## config.mk

```make
export PLATFORM = sky130hd
export DESIGN_NAME = sba_arith16
export DESIGN_NICKNAME = d
export VERILOG_FILES = /design/src/rtl/sba_pkg.sv /design/src/rtl/sba_core_if.sv /design/src/rtl/sba_adder16.sv /design/src/rtl/sba_tstate_timer.sv /design/src/rtl/sba_arith16.sv
export SDC_FILE = /design/constraint.sdc
export NUM_CORES = 1
export LEC_CHECK = 0
export BUFFER_PORTS_ARGS = -buffer_cell sky130_fd_sc_hd__buf_2
export CAP_MARGIN = 20
export CORE_MARGIN = 8
export CORE_UTILIZATION = 56
export DETAILED_ROUTE_END_ITERATION = 16
export HOLD_SLACK_MARGIN = 0.08
export PLACE_DENSITY_LB_ADDON = 0.1
export SYNTH_ARGS = -nofsm -noshare
export SYNTH_HDL_FRONTEND = slang
export SYNTH_SLANG_ARGS = --single-unit
```

## constraint.sdc

```tcl
create_clock -name pclk -period 2.8 [get_ports pclk]
set_clock_uncertainty 0.05 [all_clocks]
set_input_delay 0.28 -clock pclk [delete_from_list [all_inputs] [get_ports pclk]]
set_output_delay 0.28 -clock pclk [all_outputs]
set_load 0.05 [all_outputs]
```

## src/rtl/sba_pkg.sv

```systemverilog
package sba_pkg;

  // clock-state timing
  localparam int unsigned CLK_PERIOD_NS = 8;
  localparam int unsigned TSTATE_NS     = 250;
  localparam int unsigned TSTATE_CYCLES = (TSTATE_NS + CLK_PERIOD_NS - 1) / CLK_PERIOD_NS;

  localparam logic [4:0] STATES_ADD_PRIMARY = 5'h0b;
  localparam logic [4:0] STATES_LONG        = 5'h0f;
  localparam logic [4:0] STATES_PAIR_STEP   = 5'h06;
  localparam logic [4:0] STATES_INDEX_STEP  = 5'h0a;

  // register offsets (byte addresses)
  localparam logic [7:0] OFS_CMD      = 8'h00;
  localparam logic [7:0] OFS_STATUS   = 8'h04;
  localparam logic [7:0] OFS_REG_BASE = 8'h08;
  localparam logic [7:0] OFS_REG_LAST = 8'h1c;
  localparam logic [7:0] OFS_FLAGS    = 8'h20;

  // status fields
  localparam int unsigned ST_BUSY_BIT    = 0;
  localparam int unsigned ST_ILLEGAL_BIT = 1;
  localparam int unsigned ST_STATES_LSB  = 8;

  // prefixes and opcode patterns
  localparam logic [7:0] PFX_NONE    = 8'h00;
  localparam logic [7:0] PFX_EXT     = 8'hed;
  localparam logic [7:0] PFX_IDX_X   = 8'hdd;
  localparam logic [7:0] PFX_IDX_Y   = 8'hfd;
  localparam logic [1:0] GRP_00      = 2'h0;
  localparam logic [1:0] GRP_01      = 2'h1;
  localparam logic [3:0] OPC_ADD_LO  = 4'h9;
  localparam logic [3:0] OPC_INC_LO  = 4'h3;
  localparam logic [3:0] OPC_DEC_LO  = 4'hb;
  localparam logic [3:0] OPC_ADDC_LO = 4'ha;
  localparam logic [3:0] OPC_SUBB_LO = 4'h2;
  localparam logic [7:0] OPC_INC_IDX = 8'h23;
  localparam logic [7:0] OPC_DEC_IDX = 8'h2b;
  localparam logic [1:0] SEL_SELF    = 2'h2;

  // register file indices
  localparam logic [2:0] RI_FIRST   = 3'h0;
  localparam logic [2:0] RI_SECOND  = 3'h1;
  localparam logic [2:0] RI_PRIMARY = 3'h2;
  localparam logic [2:0] RI_STACK   = 3'h3;
  localparam logic [2:0] RI_INDEX_X = 3'h4;
  localparam logic [2:0] RI_INDEX_Y = 3'h5;

  // flag bit positions
  localparam int unsigned FB_CARRY    = 0;
  localparam int unsigned FB_SUBTRACT = 1;
  localparam int unsigned FB_OVERFLOW = 2;
  localparam int unsigned FB_NIBBLE   = 4;
  localparam int unsigned FB_NULL     = 6;
  localparam int unsigned FB_NEGATIVE = 7;

  localparam logic [7:0]  FLAGS_RST = 8'h00;
  localparam logic [15:0] REG_RST   = 16'h0000;
  localparam logic [15:0] ONE16     = 16'h0001;

  typedef enum logic [1:0] {
    SBA_ST_IDLE = 2'b01,
    SBA_ST_EXEC = 2'b10
  } sba_state_e;

  typedef enum logic [2:0] {
    SBA_FL_KEEP = 3'b001,
    SBA_FL_ADD  = 3'b010,
    SBA_FL_FULL = 3'b100
  } sba_flmode_e;

endpackage

```

## src/rtl/sba_core_if.sv

```systemverilog
`timescale 1ns/1ps
`default_nettype none
interface sba_core_if;
  logic [15:0] operand_a;
  logic [15:0] operand_b;
  logic        carry_in;
  logic        subtract;
  logic [15:0] result;
  logic        half_flag;
  logic        carry_out;
  logic        overflow;
  logic        start;
  logic [4:0]  state_count;
  logic        done;

  modport alu (input operand_a, operand_b, carry_in, subtract,
               output result, half_flag, carry_out, overflow);
  modport timer (input start, state_count, output done);
  modport core (output operand_a, operand_b, carry_in, subtract, start, state_count,
                input result, half_flag, carry_out, overflow, done);
endinterface
`default_nettype wire

```

## src/rtl/sba_adder16.sv

```systemverilog
`timescale 1ns/1ps
`default_nettype none
module sba_adder16
  import sba_pkg::*;
(
  sba_core_if.alu alu
);
  logic [16:0] wide;
  logic [12:0] low;

  always_comb
  begin
    if (alu.subtract)
    begin
      wide = {1'b0, alu.operand_a} - {1'b0, alu.operand_b} - {16'h0000, alu.carry_in};
      low  = {1'b0, alu.operand_a[11:0]} - {1'b0, alu.operand_b[11:0]}
             - {12'h000, alu.carry_in};
    end
    else
    begin
      wide = {1'b0, alu.operand_a} + {1'b0, alu.operand_b} + {16'h0000, alu.carry_in};
      low  = {1'b0, alu.operand_a[11:0]} + {1'b0, alu.operand_b[11:0]}
             + {12'h000, alu.carry_in};
    end
  end

  assign alu.result    = wide[15:0];
  assign alu.carry_out = wide[16];
  assign alu.half_flag = low[12];
  assign alu.overflow  = alu.subtract
                       ? (alu.operand_a[15] != alu.operand_b[15]) &&
                         (wide[15] != alu.operand_a[15])
                       : (alu.operand_a[15] == alu.operand_b[15]) &&
                         (wide[15] != alu.operand_a[15]);
endmodule // sba_adder16
`default_nettype wire

```

## src/rtl/sba_tstate_timer.sv

```systemverilog
`timescale 1ns/1ps
`default_nettype none
module sba_tstate_timer
  import sba_pkg::*;
#(
  parameter int unsigned DIV = TSTATE_CYCLES
) (
  input wire logic pclk,
  input wire logic presetn,
  sba_core_if.timer tmr
);
  // divider kept at 12 bits, so DIV may not pass 4096
  localparam logic [11:0] DIV_LAST = 12'(DIV - 1);

  typedef struct packed {
    logic [11:0] div_cnt;
    logic [4:0]  left;
    logic        running;
    logic        done;
  } sba_timer_s;

  sba_timer_s s;
  sba_timer_s next_s;

  always_comb
  begin
    next_s      = s;
    next_s.done = 1'b0;
    if (tmr.start)
    begin
      next_s.running = 1'b1;
      next_s.left    = tmr.state_count;
      next_s.div_cnt = 12'h000;
    end
    else if (s.running)
    begin
      if (s.div_cnt == DIV_LAST)
      begin
        // one clock state elapsed
        next_s.div_cnt = 12'h000;
        if (s.left <= 5'h01)
        begin
          next_s.running = 1'b0;
          next_s.left    = 5'h00;
          next_s.done    = 1'b1;
        end
        else
        begin
          next_s.left = s.left - 5'h01;
        end
      end
      else
      begin
        next_s.div_cnt = s.div_cnt + 12'h001;
      end
    end
  end

  always_ff @(posedge pclk or negedge presetn)
  begin
    if (!presetn)
    begin
      s <= '0;
    end
    else
    begin
      s <= next_s;
    end
  end

  assign tmr.done = s.done;
endmodule // sba_tstate_timer
`default_nettype wire

```

## src/rtl/sba_arith16.sv

```systemverilog
// Function
// - plain add of selected pair into primary
// - pair codes choose first, second, primary, stack
// - plain add updates nibble, subtract, carry only
// - extended add adds pair plus carry_in
// - add_with_carry sets all six flags
// - extended subtract removes pair and carry_in
// - subtract_with_borrow sets all flags, subtract set
// - index_x prefix add into index_x
// - index_x code 10 selects index_x itself
// - index_y prefix add into index_y
// - pair increment, six states, flags kept
// - index_x increment, ten states, flags kept
// - index_y increment, ten states, flags kept
// - pair decrement, six states, flags kept
// - index_x decrement, ten states, flags kept
// - index_y decrement, ten states, flags kept
`timescale 1ns/1ps
`default_nettype none
module sba_arith16
  import sba_pkg::*;
#(
  parameter int unsigned TSTATE_DIV = TSTATE_CYCLES
) (
  input  wire logic        pclk,
  input  wire logic        presetn,
  input  wire logic        psel,
  input  wire logic        penable,
  input  wire logic        pwrite,
  input  wire logic [11:0] paddr,
  input  wire logic [31:0] pwdata,
  output var  logic [31:0] prdata,
  output var  logic        pready,
  output var  logic        pslverr,
  output var  logic        busy
);

  typedef struct packed {
    sba_state_e      st;
    logic [5:0][15:0] regs;
    logic [7:0]      flags;
    sba_flmode_e     flmode;
    logic [2:0]      dest;
    logic [15:0]     op_a;
    logic [15:0]     op_b;
    logic            cin;
    logic            sub;
    logic            start;
    logic [4:0]      nstates;
    logic [15:0]     last_cmd;
    logic            illegal;
    logic [31:0]     prdata;
    logic            pready;
    logic            pslverr;
    logic            busy;
  } sba_core_s;

  sba_core_s s;
  sba_core_s next_s;

  sba_core_if core_bus ();

  sba_adder16 u_adder (
    .alu (core_bus)
  );

  sba_tstate_timer #(
    .DIV (TSTATE_DIV)
  ) u_timer (
    .pclk    (pclk),
    .presetn (presetn),
    .tmr     (core_bus)
  );

  assign core_bus.operand_a   = s.op_a;
  assign core_bus.operand_b   = s.op_b;
  assign core_bus.carry_in    = s.cin;
  assign core_bus.subtract    = s.sub;
  assign core_bus.start       = s.start;
  assign core_bus.state_count = s.nstates;

  logic [7:0]  pfx;
  logic [7:0]  opc;
  logic [1:0]  sel;
  logic        d_ok;
  logic [2:0]  d_dest;
  logic [2:0]  d_src;
  logic        d_one;
  logic        d_sub;
  logic        d_cin;
  sba_flmode_e d_fl;
  logic [4:0]  d_states;
  logic [2:0]  idx;
  logic [7:0]  ofs;
  logic        upper_zero;
  logic        hit_cmd;
  logic        hit_status;
  logic        hit_flags;
  logic        hit_reg;
  logic [2:0]  ri;
  logic        setup;
  logic        access;
  logic        idle;

  // command decode straight from the write data
  always_comb
  begin
    pfx      = pwdata[15:8];
    opc      = pwdata[7:0];
    sel      = opc[5:4];
    d_ok     = 1'b0;
    d_dest   = RI_PRIMARY;
    d_src    = {1'b0, sel};
    d_one    = 1'b0;
    d_sub    = 1'b0;
    d_cin    = 1'b0;
    d_fl     = SBA_FL_KEEP;
    d_states = STATES_PAIR_STEP;
    idx      = (pfx == PFX_IDX_X) ? RI_INDEX_X : RI_INDEX_Y;
    case (pfx)
      PFX_NONE:
      begin
        if (opc[7:6] == GRP_00)
        begin
          case (opc[3:0])
            OPC_ADD_LO:
            begin
              d_ok     = 1'b1;
              d_fl     = SBA_FL_ADD;
              d_states = STATES_ADD_PRIMARY;
            end
            OPC_INC_LO:
            begin
              d_ok   = 1'b1;
              d_dest = {1'b0, sel};
              d_one  = 1'b1;
            end
            OPC_DEC_LO:
            begin
              d_ok   = 1'b1;
              d_dest = {1'b0, sel};
              d_one  = 1'b1;
              d_sub  = 1'b1;
            end
            default:
            begin
              d_ok = 1'b0;
            end
          endcase
        end
      end
      PFX_EXT:
      begin
        if (opc[7:6] == GRP_01)
        begin
          d_cin    = s.flags[FB_CARRY];
          d_fl     = SBA_FL_FULL;
          d_states = STATES_LONG;
          if (opc[3:0] == OPC_ADDC_LO)
          begin
            d_ok = 1'b1;
          end
          else if (opc[3:0] == OPC_SUBB_LO)
          begin
            d_ok  = 1'b1;
            d_sub = 1'b1;
          end
        end
      end
      PFX_IDX_X,
      PFX_IDX_Y:
      begin
        d_dest = idx;
        if (opc == OPC_INC_IDX)
        begin
          d_ok     = 1'b1;
          d_one    = 1'b1;
          d_states = STATES_INDEX_STEP;
        end
        else if (opc == OPC_DEC_IDX)
        begin
          d_ok     = 1'b1;
          d_one    = 1'b1;
          d_sub    = 1'b1;
          d_states = STATES_INDEX_STEP;
        end
        else if ((opc[7:6] == GRP_00) && (opc[3:0] == OPC_ADD_LO))
        begin
          d_ok     = 1'b1;
          d_src    = (sel == SEL_SELF) ? idx : {1'b0, sel};
          d_fl     = SBA_FL_ADD;
          d_states = STATES_LONG;
        end
      end
      default:
      begin
        d_ok = 1'b0;
      end
    endcase
  end

  // address decode
  always_comb
  begin
    ofs        = paddr[7:0];
    upper_zero = (paddr[11:8] == 4'h0) && (paddr[1:0] == 2'h0);
    hit_cmd    = upper_zero && (ofs == OFS_CMD);
    hit_status = upper_zero && (ofs == OFS_STATUS);
    hit_flags  = upper_zero && (ofs == OFS_FLAGS);
    hit_reg    = upper_zero && (ofs >= OFS_REG_BASE) && (ofs <= OFS_REG_LAST);
    ri         = 3'(ofs[7:2] - OFS_REG_BASE[7:2]);
    setup      = psel && !penable;
    access     = psel && penable && s.pready;
    idle       = (s.st == SBA_ST_IDLE);
  end

  always_comb
  begin
    next_s       = s;
    next_s.start = 1'b0;

    // setup phase: answer prepared so the access phase completes at once
    if (setup)
    begin
      next_s.pready  = 1'b1;
      next_s.pslverr = !(hit_cmd || hit_status || hit_flags || hit_reg);
      // writes that would disturb a running command are refused
      if (pwrite && !idle && (hit_cmd || hit_flags || hit_reg))
      begin
        next_s.pslverr = 1'b1;
      end
      if (pwrite && hit_cmd && !d_ok)
      begin
        next_s.pslverr = 1'b1;
      end
      next_s.prdata = 32'h0000_0000;
      if (!pwrite)
      begin
        if (hit_cmd)
        begin
          next_s.prdata = {16'h0000, s.last_cmd};
        end
        else if (hit_status)
        begin
          next_s.prdata[ST_BUSY_BIT]                    = s.busy;
          next_s.prdata[ST_ILLEGAL_BIT]                 = s.illegal;
          next_s.prdata[ST_STATES_LSB +: 5]             = s.nstates;
        end
        else if (hit_flags)
        begin
          next_s.prdata = {24'h000000, s.flags};
        end
        else if (hit_reg)
        begin
          next_s.prdata = {16'h0000, s.regs[ri]};
        end
      end
    end
    else if (access)
    begin
      next_s.pready  = 1'b0;
      next_s.pslverr = 1'b0;
      if (pwrite)
      begin
        if (hit_cmd && idle && !d_ok)
        begin
          next_s.illegal = 1'b1;
        end
        else if (hit_status && pwdata[ST_ILLEGAL_BIT])
        begin
          next_s.illegal = 1'b0;
        end
        if (!s.pslverr)
        begin
          if (hit_cmd)
          begin
            next_s.last_cmd = pwdata[15:0];
            next_s.op_a     = s.regs[d_dest];
            next_s.op_b     = d_one ? ONE16 : s.regs[d_src];
            next_s.cin      = d_cin;
            next_s.sub      = d_sub;
            next_s.dest     = d_dest;
            next_s.flmode   = d_fl;
            next_s.nstates  = d_states;
            next_s.start    = 1'b1;
            next_s.st       = SBA_ST_EXEC;
            next_s.busy     = 1'b1;
          end
          else if (hit_flags)
          begin
            next_s.flags = pwdata[7:0];
          end
          else if (hit_reg)
          begin
            next_s.regs[ri] = pwdata[15:0];
          end
        end
      end
    end

    // result is held back until the clock states have elapsed
    case (s.st)
      SBA_ST_IDLE:
      begin
      end
      SBA_ST_EXEC:
      begin
        if (core_bus.done)
        begin
          next_s.regs[s.dest] = core_bus.result;
          next_s.st           = SBA_ST_IDLE;
          next_s.busy         = 1'b0;
          case (s.flmode)
            SBA_FL_ADD:
            begin
              next_s.flags[FB_NIBBLE]   = core_bus.half_flag;
              next_s.flags[FB_SUBTRACT] = 1'b0;
              next_s.flags[FB_CARRY]    = core_bus.carry_out;
            end
            SBA_FL_FULL:
            begin
              next_s.flags[FB_NEGATIVE] = core_bus.result[15];
              next_s.flags[FB_NULL]     = (core_bus.result == 16'h0000);
              next_s.flags[FB_NIBBLE]   = core_bus.half_flag;
              next_s.flags[FB_OVERFLOW] = core_bus.overflow;
              next_s.flags[FB_SUBTRACT] = s.sub;
              next_s.flags[FB_CARRY]    = core_bus.carry_out;
            end
            default:
            begin
              // increments and decrements leave every flag alone
              next_s.flags = s.flags;
            end
          endcase
        end
      end
      default:
      begin
        next_s.st   = SBA_ST_IDLE;
        next_s.busy = 1'b0;
      end
    endcase
  end

  always_ff @(posedge pclk or negedge presetn)
  begin
    if (!presetn)
    begin
      s        <= '0;
      s.st     <= SBA_ST_IDLE;
      s.flmode <= SBA_FL_KEEP;
      s.flags  <= FLAGS_RST;
      s.regs   <= {6{REG_RST}};
    end
    else
    begin
      s <= next_s;
    end
  end

  assign prdata  = s.prdata;
  assign pready  = s.pready;
  assign pslverr = s.pslverr;
  assign busy    = s.busy;

endmodule // sba_arith16
`default_nettype wire

```

==> key figures <==
Worst setup path
  • CP Capture Type: flip-flop
  • Worst path cell trace: inv_2, fa_2, inv_2, ha_4, o21ai_4, a311oi_4, a311o_2, a41o_1, o211ai_1, o211a_2, nor2_1, a21oi_1
  • Worst Path Buf+Inv: 2
  • CP startpoint kind: flip-flop
  • Setup CP Type: reg2reg
  • Worst path max stage delay: 0.61 ns
  • Required @ worst endpoint: 3.20 ns
  • Crit path DAT: 3.55 ns
  • Critical Path Slowest Stage Cell: fa_2
  • Worst-path maximum fanout: 7
  • Delay-heaviest family, CP: compound AO/OA/AOI/OAI gates
  • Critical Path Most Common Cell: inv_2

Power and ir drop
  • Pint: between 4 and 5 mW
  • Net Sw Power: 1.66 mW
  • Power share of the combinational group: 0.080
  • Leakage power: 7.90 nW
  • Pwr/cell area: 390 nW/um^2
  • Sw Ratio: 0.251
  • Maximum VDD drop: 0.000517 V
  • Clock share of power: 0.466
  • Sequential fraction of design power: 0.454

Synth
  • Synth cell types: 86
  • Main flop type after synthesis: dfrtp_1
  • Cells after Synth: 1612
  • Synth Cell Area: 14200 um^2
  • Synth warn: 0
  • Post-synthesis sequential area ratio: 0.363
  • EDFF count, synth: 0
  • Post-Syn Area per Cell: 8.81 um^2
  • Async set or reset register ratio after synthesis: 1.00
  • Seq cells post-synth: 206

STA
  • Tcrit/Tclk final: 1.12
  • Max Clk Rate: roughly 320 MHz
  • Final critical-path required period: between 3 and 4 ns
  • Actual slew at the worst max-slew pin: 0.659 ns
  • Final hold viol count: 0
  • Pins Over Slew Limit: 0
  • Unrepaired setup endpoints after global routing: yes
  • # setup viols final: 40
  • Final worst slack: -0.350 ns
  • Worst hold slack: 0.113 ns
  • Slew Limit Headroom: 0.560

Clock tree
  • CTS Buffer Depth: 3
  • # clock sinks: 206
  • Worst-skew pair later-pin latency: roughly 0.53 ns
  • Clk pin slew, worst setup/hold paths: 0.06 ns
  • H-Tree Depth: 1
  • TritonCTS Buffers: 25
  • Clk root buf: clkbuf_16
  • CTS tree: built

Cells and area
  • Layout cell share with drive strength beyond 1: 0.249
  • Design area: 17000 um^2
  • Diode count: 0
  • Synth-to-layout area growth: 19.6%
  • Nets: around 1.8k

Global routing
  • Initial antenna violation count: 0
  • Global-route usage over all layers: 0.286
  • Gr ovfl total: 0
  • First-pass GRT wire length: between 70000 and 80000 um
  • Vias in the first global route: 12.6k
  • Largest net degree at the start of global routing: 69

Floorplanning
  • Die Y: 175 um
  • Starting density of the core: 0.567
  • I/O pin count: 84
  • Die area: around 30000 um^2
  • Site row count: 58
  • Core Area: 25000 um^2
  • Die W: 175 um

Run status
  • Violated checks: setup timing
  • Status: finished, violations left

Route
  • Final wirelength: ~45000 um
  • Post-DRT Antenna Nets: 0
  • Routed vias/inst: between 6 and 7
  • Initial DRT Pass Iterations: 7
  • Number of remaining DRC errors: 0
  • DRT iter0 DRCs: between 1k and 1.5k
  • Via count: 12.9k
  • Avg WL per Cell: 21.6 um

Placement
  • Placed Area: between 15000 and 20000 um^2
  • PortBufs: slightly above 50
  • HPWL after DPL: just over 30000 um
  • Gp weighted congestion: 0.906

Hold path
  • Hold Crit Class: in2reg

Run
  • Max-cap violation count: 0
## sequential cells by signal, summed over array words and instances, names as in the netlist, 4 cells and up
register              flops
u_timer.s                18
s                       129
core_bus.state_count      4
core_bus.operand_b       16
core_bus.operand_a       16
prdata                   16
## cell families (layout without fill, tap and decap cells)
| group | Yosys count | in the layout | synth area share |
|---|---|---|---|
| simple gates | 513 | 513 | 0.160 |
| mux | 179 | 179 | 0.160 |
| fa+ha+maj | 57 | 57 | 0.0523 |
| other cells | 1 | 16 | 0.000264 |
| compound gates | 412 | 412 | 0.177 |
| xor+xnor | 29 | 29 | 0.0179 |
| buf+inv | 215 | 340 | 0.0697 |
| flops | 206 | 206 | 0.363 |
## per-stage QoR
step | setup WS (ns) | utilization | power [mW] | std cells | TNS (ns)
6_report | -0.350 | 0.678 | 6.62 | 2082 | -8.22
5_1_grt | -0.453 | 0.678 | 6.80 | 2082 | -12.77
4_1_cts | -0.313 | 0.666 | 6.64 | 2076 | -7.26
3_5_place_dp | -0.361 | 0.624 | 3.57 | 2024 | -9.27
3_3_place_gp | -0.312 | 0.624 | 3.57 | 2024 | -6.76
2_1_floorplan | -0.185 | - | 3.36 | 1627 | -0.185
## layer usage
layer	GRT usage	share of wire
met4	0.125	0.047
met5	0	0
met3	0.0341	0.074
met2	0.471	0.48
met1	0.376	0.40
## final timing paths
kind | from | endpoint | slack, ns | cells after the start
max | core_bus.operand_a[0]$_DFFE_PN0P_ | s[167]$_DFF_PN0_ | -0.35 | 12
min | pwdata[5] | s[41]$_DFFE_PN0P_ | 0.11 | 3
max reg2reg | core_bus.operand_a[0]$_DFFE_PN0P_ | s[167]$_DFF_PN0_ | -0.35 | 12
min reg2reg | prdata[12]$_DFFE_PN0P_ | prdata[12]$_DFFE_PN0P_ | 0.42 | 2
max in group asynchronous | presetn | s[95]$_DFFE_PN1P_ | 1.63 | 3
min in group asynchronous | presetn | core_bus.operand_b[4]$_DFFE_PN0P_ | 0.30 | 2
## synth_stat cells, types with 9 or more instances
cell type | count | area (um^2)
a211oi_1 | 21 | 158
a21oi_1 | 132 | 661
a31oi_1 | 16 | 100
and2_1 | 19 | 119
and3_1 | 11 | 68.8
buf_2 | 26 | 130
buf_4 | 34 | 255
clkbuf_1 | 58 | 218
dfrtp_1 | 204 | 5100
ha_1 | 53 | 663
inv_1 | 85 | 319
mux2_2 | 39 | 439
mux2i_1 | 105 | 1050
mux4_2 | 32 | 721
nand2_1 | 266 | 998
nand3_1 | 19 | 95.1
nor2_1 | 117 | 439
nor3_1 | 19 | 95.1
o21ai_0 | 117 | 586
o21ai_1 | 30 | 150
o22ai_1 | 15 | 93.8
or3_1 | 9 | 56.3
xnor2_1 | 19 | 166
xor2_1 | 10 | 87.6
## worst min-delay path: cells and delay by family
kind | cells | cell delay (ns)
AND/OR/NAND/NOR | 2 | 0.16
buffers and inverters | 1 | 0.21
## timing repair
| action | CTS | global route |
|---|---|---|
| resized for setup | 59 | 67 |
| endpoints found under the hold margin | 71 | 0 |
| hold buffers | 6 | 0 |
| pin swaps | 40 | 23 |
| setup endpoints to repair | 53 | 62 |
| setup buffers | 5 | 7 |
## cells in the final DEF (no fill, tap or decap), drive strengths merged, types with 5 or more instances in the layout
cell,n
a211oi,22
a21o,8
a21oi,132
a222oi,6
a22oi,6
a311oi,6
a31oi,18
and2,20
and3,12
buf,203
clkbuf,38
conb,16
dfrtp,204
dlygate4sd3,6
ha,53
inv,86
mux2,39
mux2i,108
mux4,32
nand2,266
nand2b,9
nand3,19
nand4,8
nor2,120
nor2b,6
nor3,19
nor4,7
o21a,6
o21ai,149
o22ai,15
o31ai,9
or2,5
or3,9
xnor2,19
xor2,10
## area by class of cell
cell class	count	area, um^2
multi-input combinational	1206	8670
fill	2030	8050
sequential	206	5160
timing repair buffer	210	1650
clock buffer	37	731
tap	330	413
inverter	86	323
clock inverter	7	46.3
## power groups by stage
stage / clock network [mW] / registers, mW / logic (mW)
after global placement: 0 / 3.06 / 0.513
final: 3.08 / 3.00 / 0.532
after global routing: 3.22 / 3.00 / 0.567
after detailed placement: 0 / 3.06 / 0.517
after CTS: 3.11 / 3.00 / 0.527
after floorplan: 0 / 3.07 / 0.289
(Power assumes the default switching activity.)
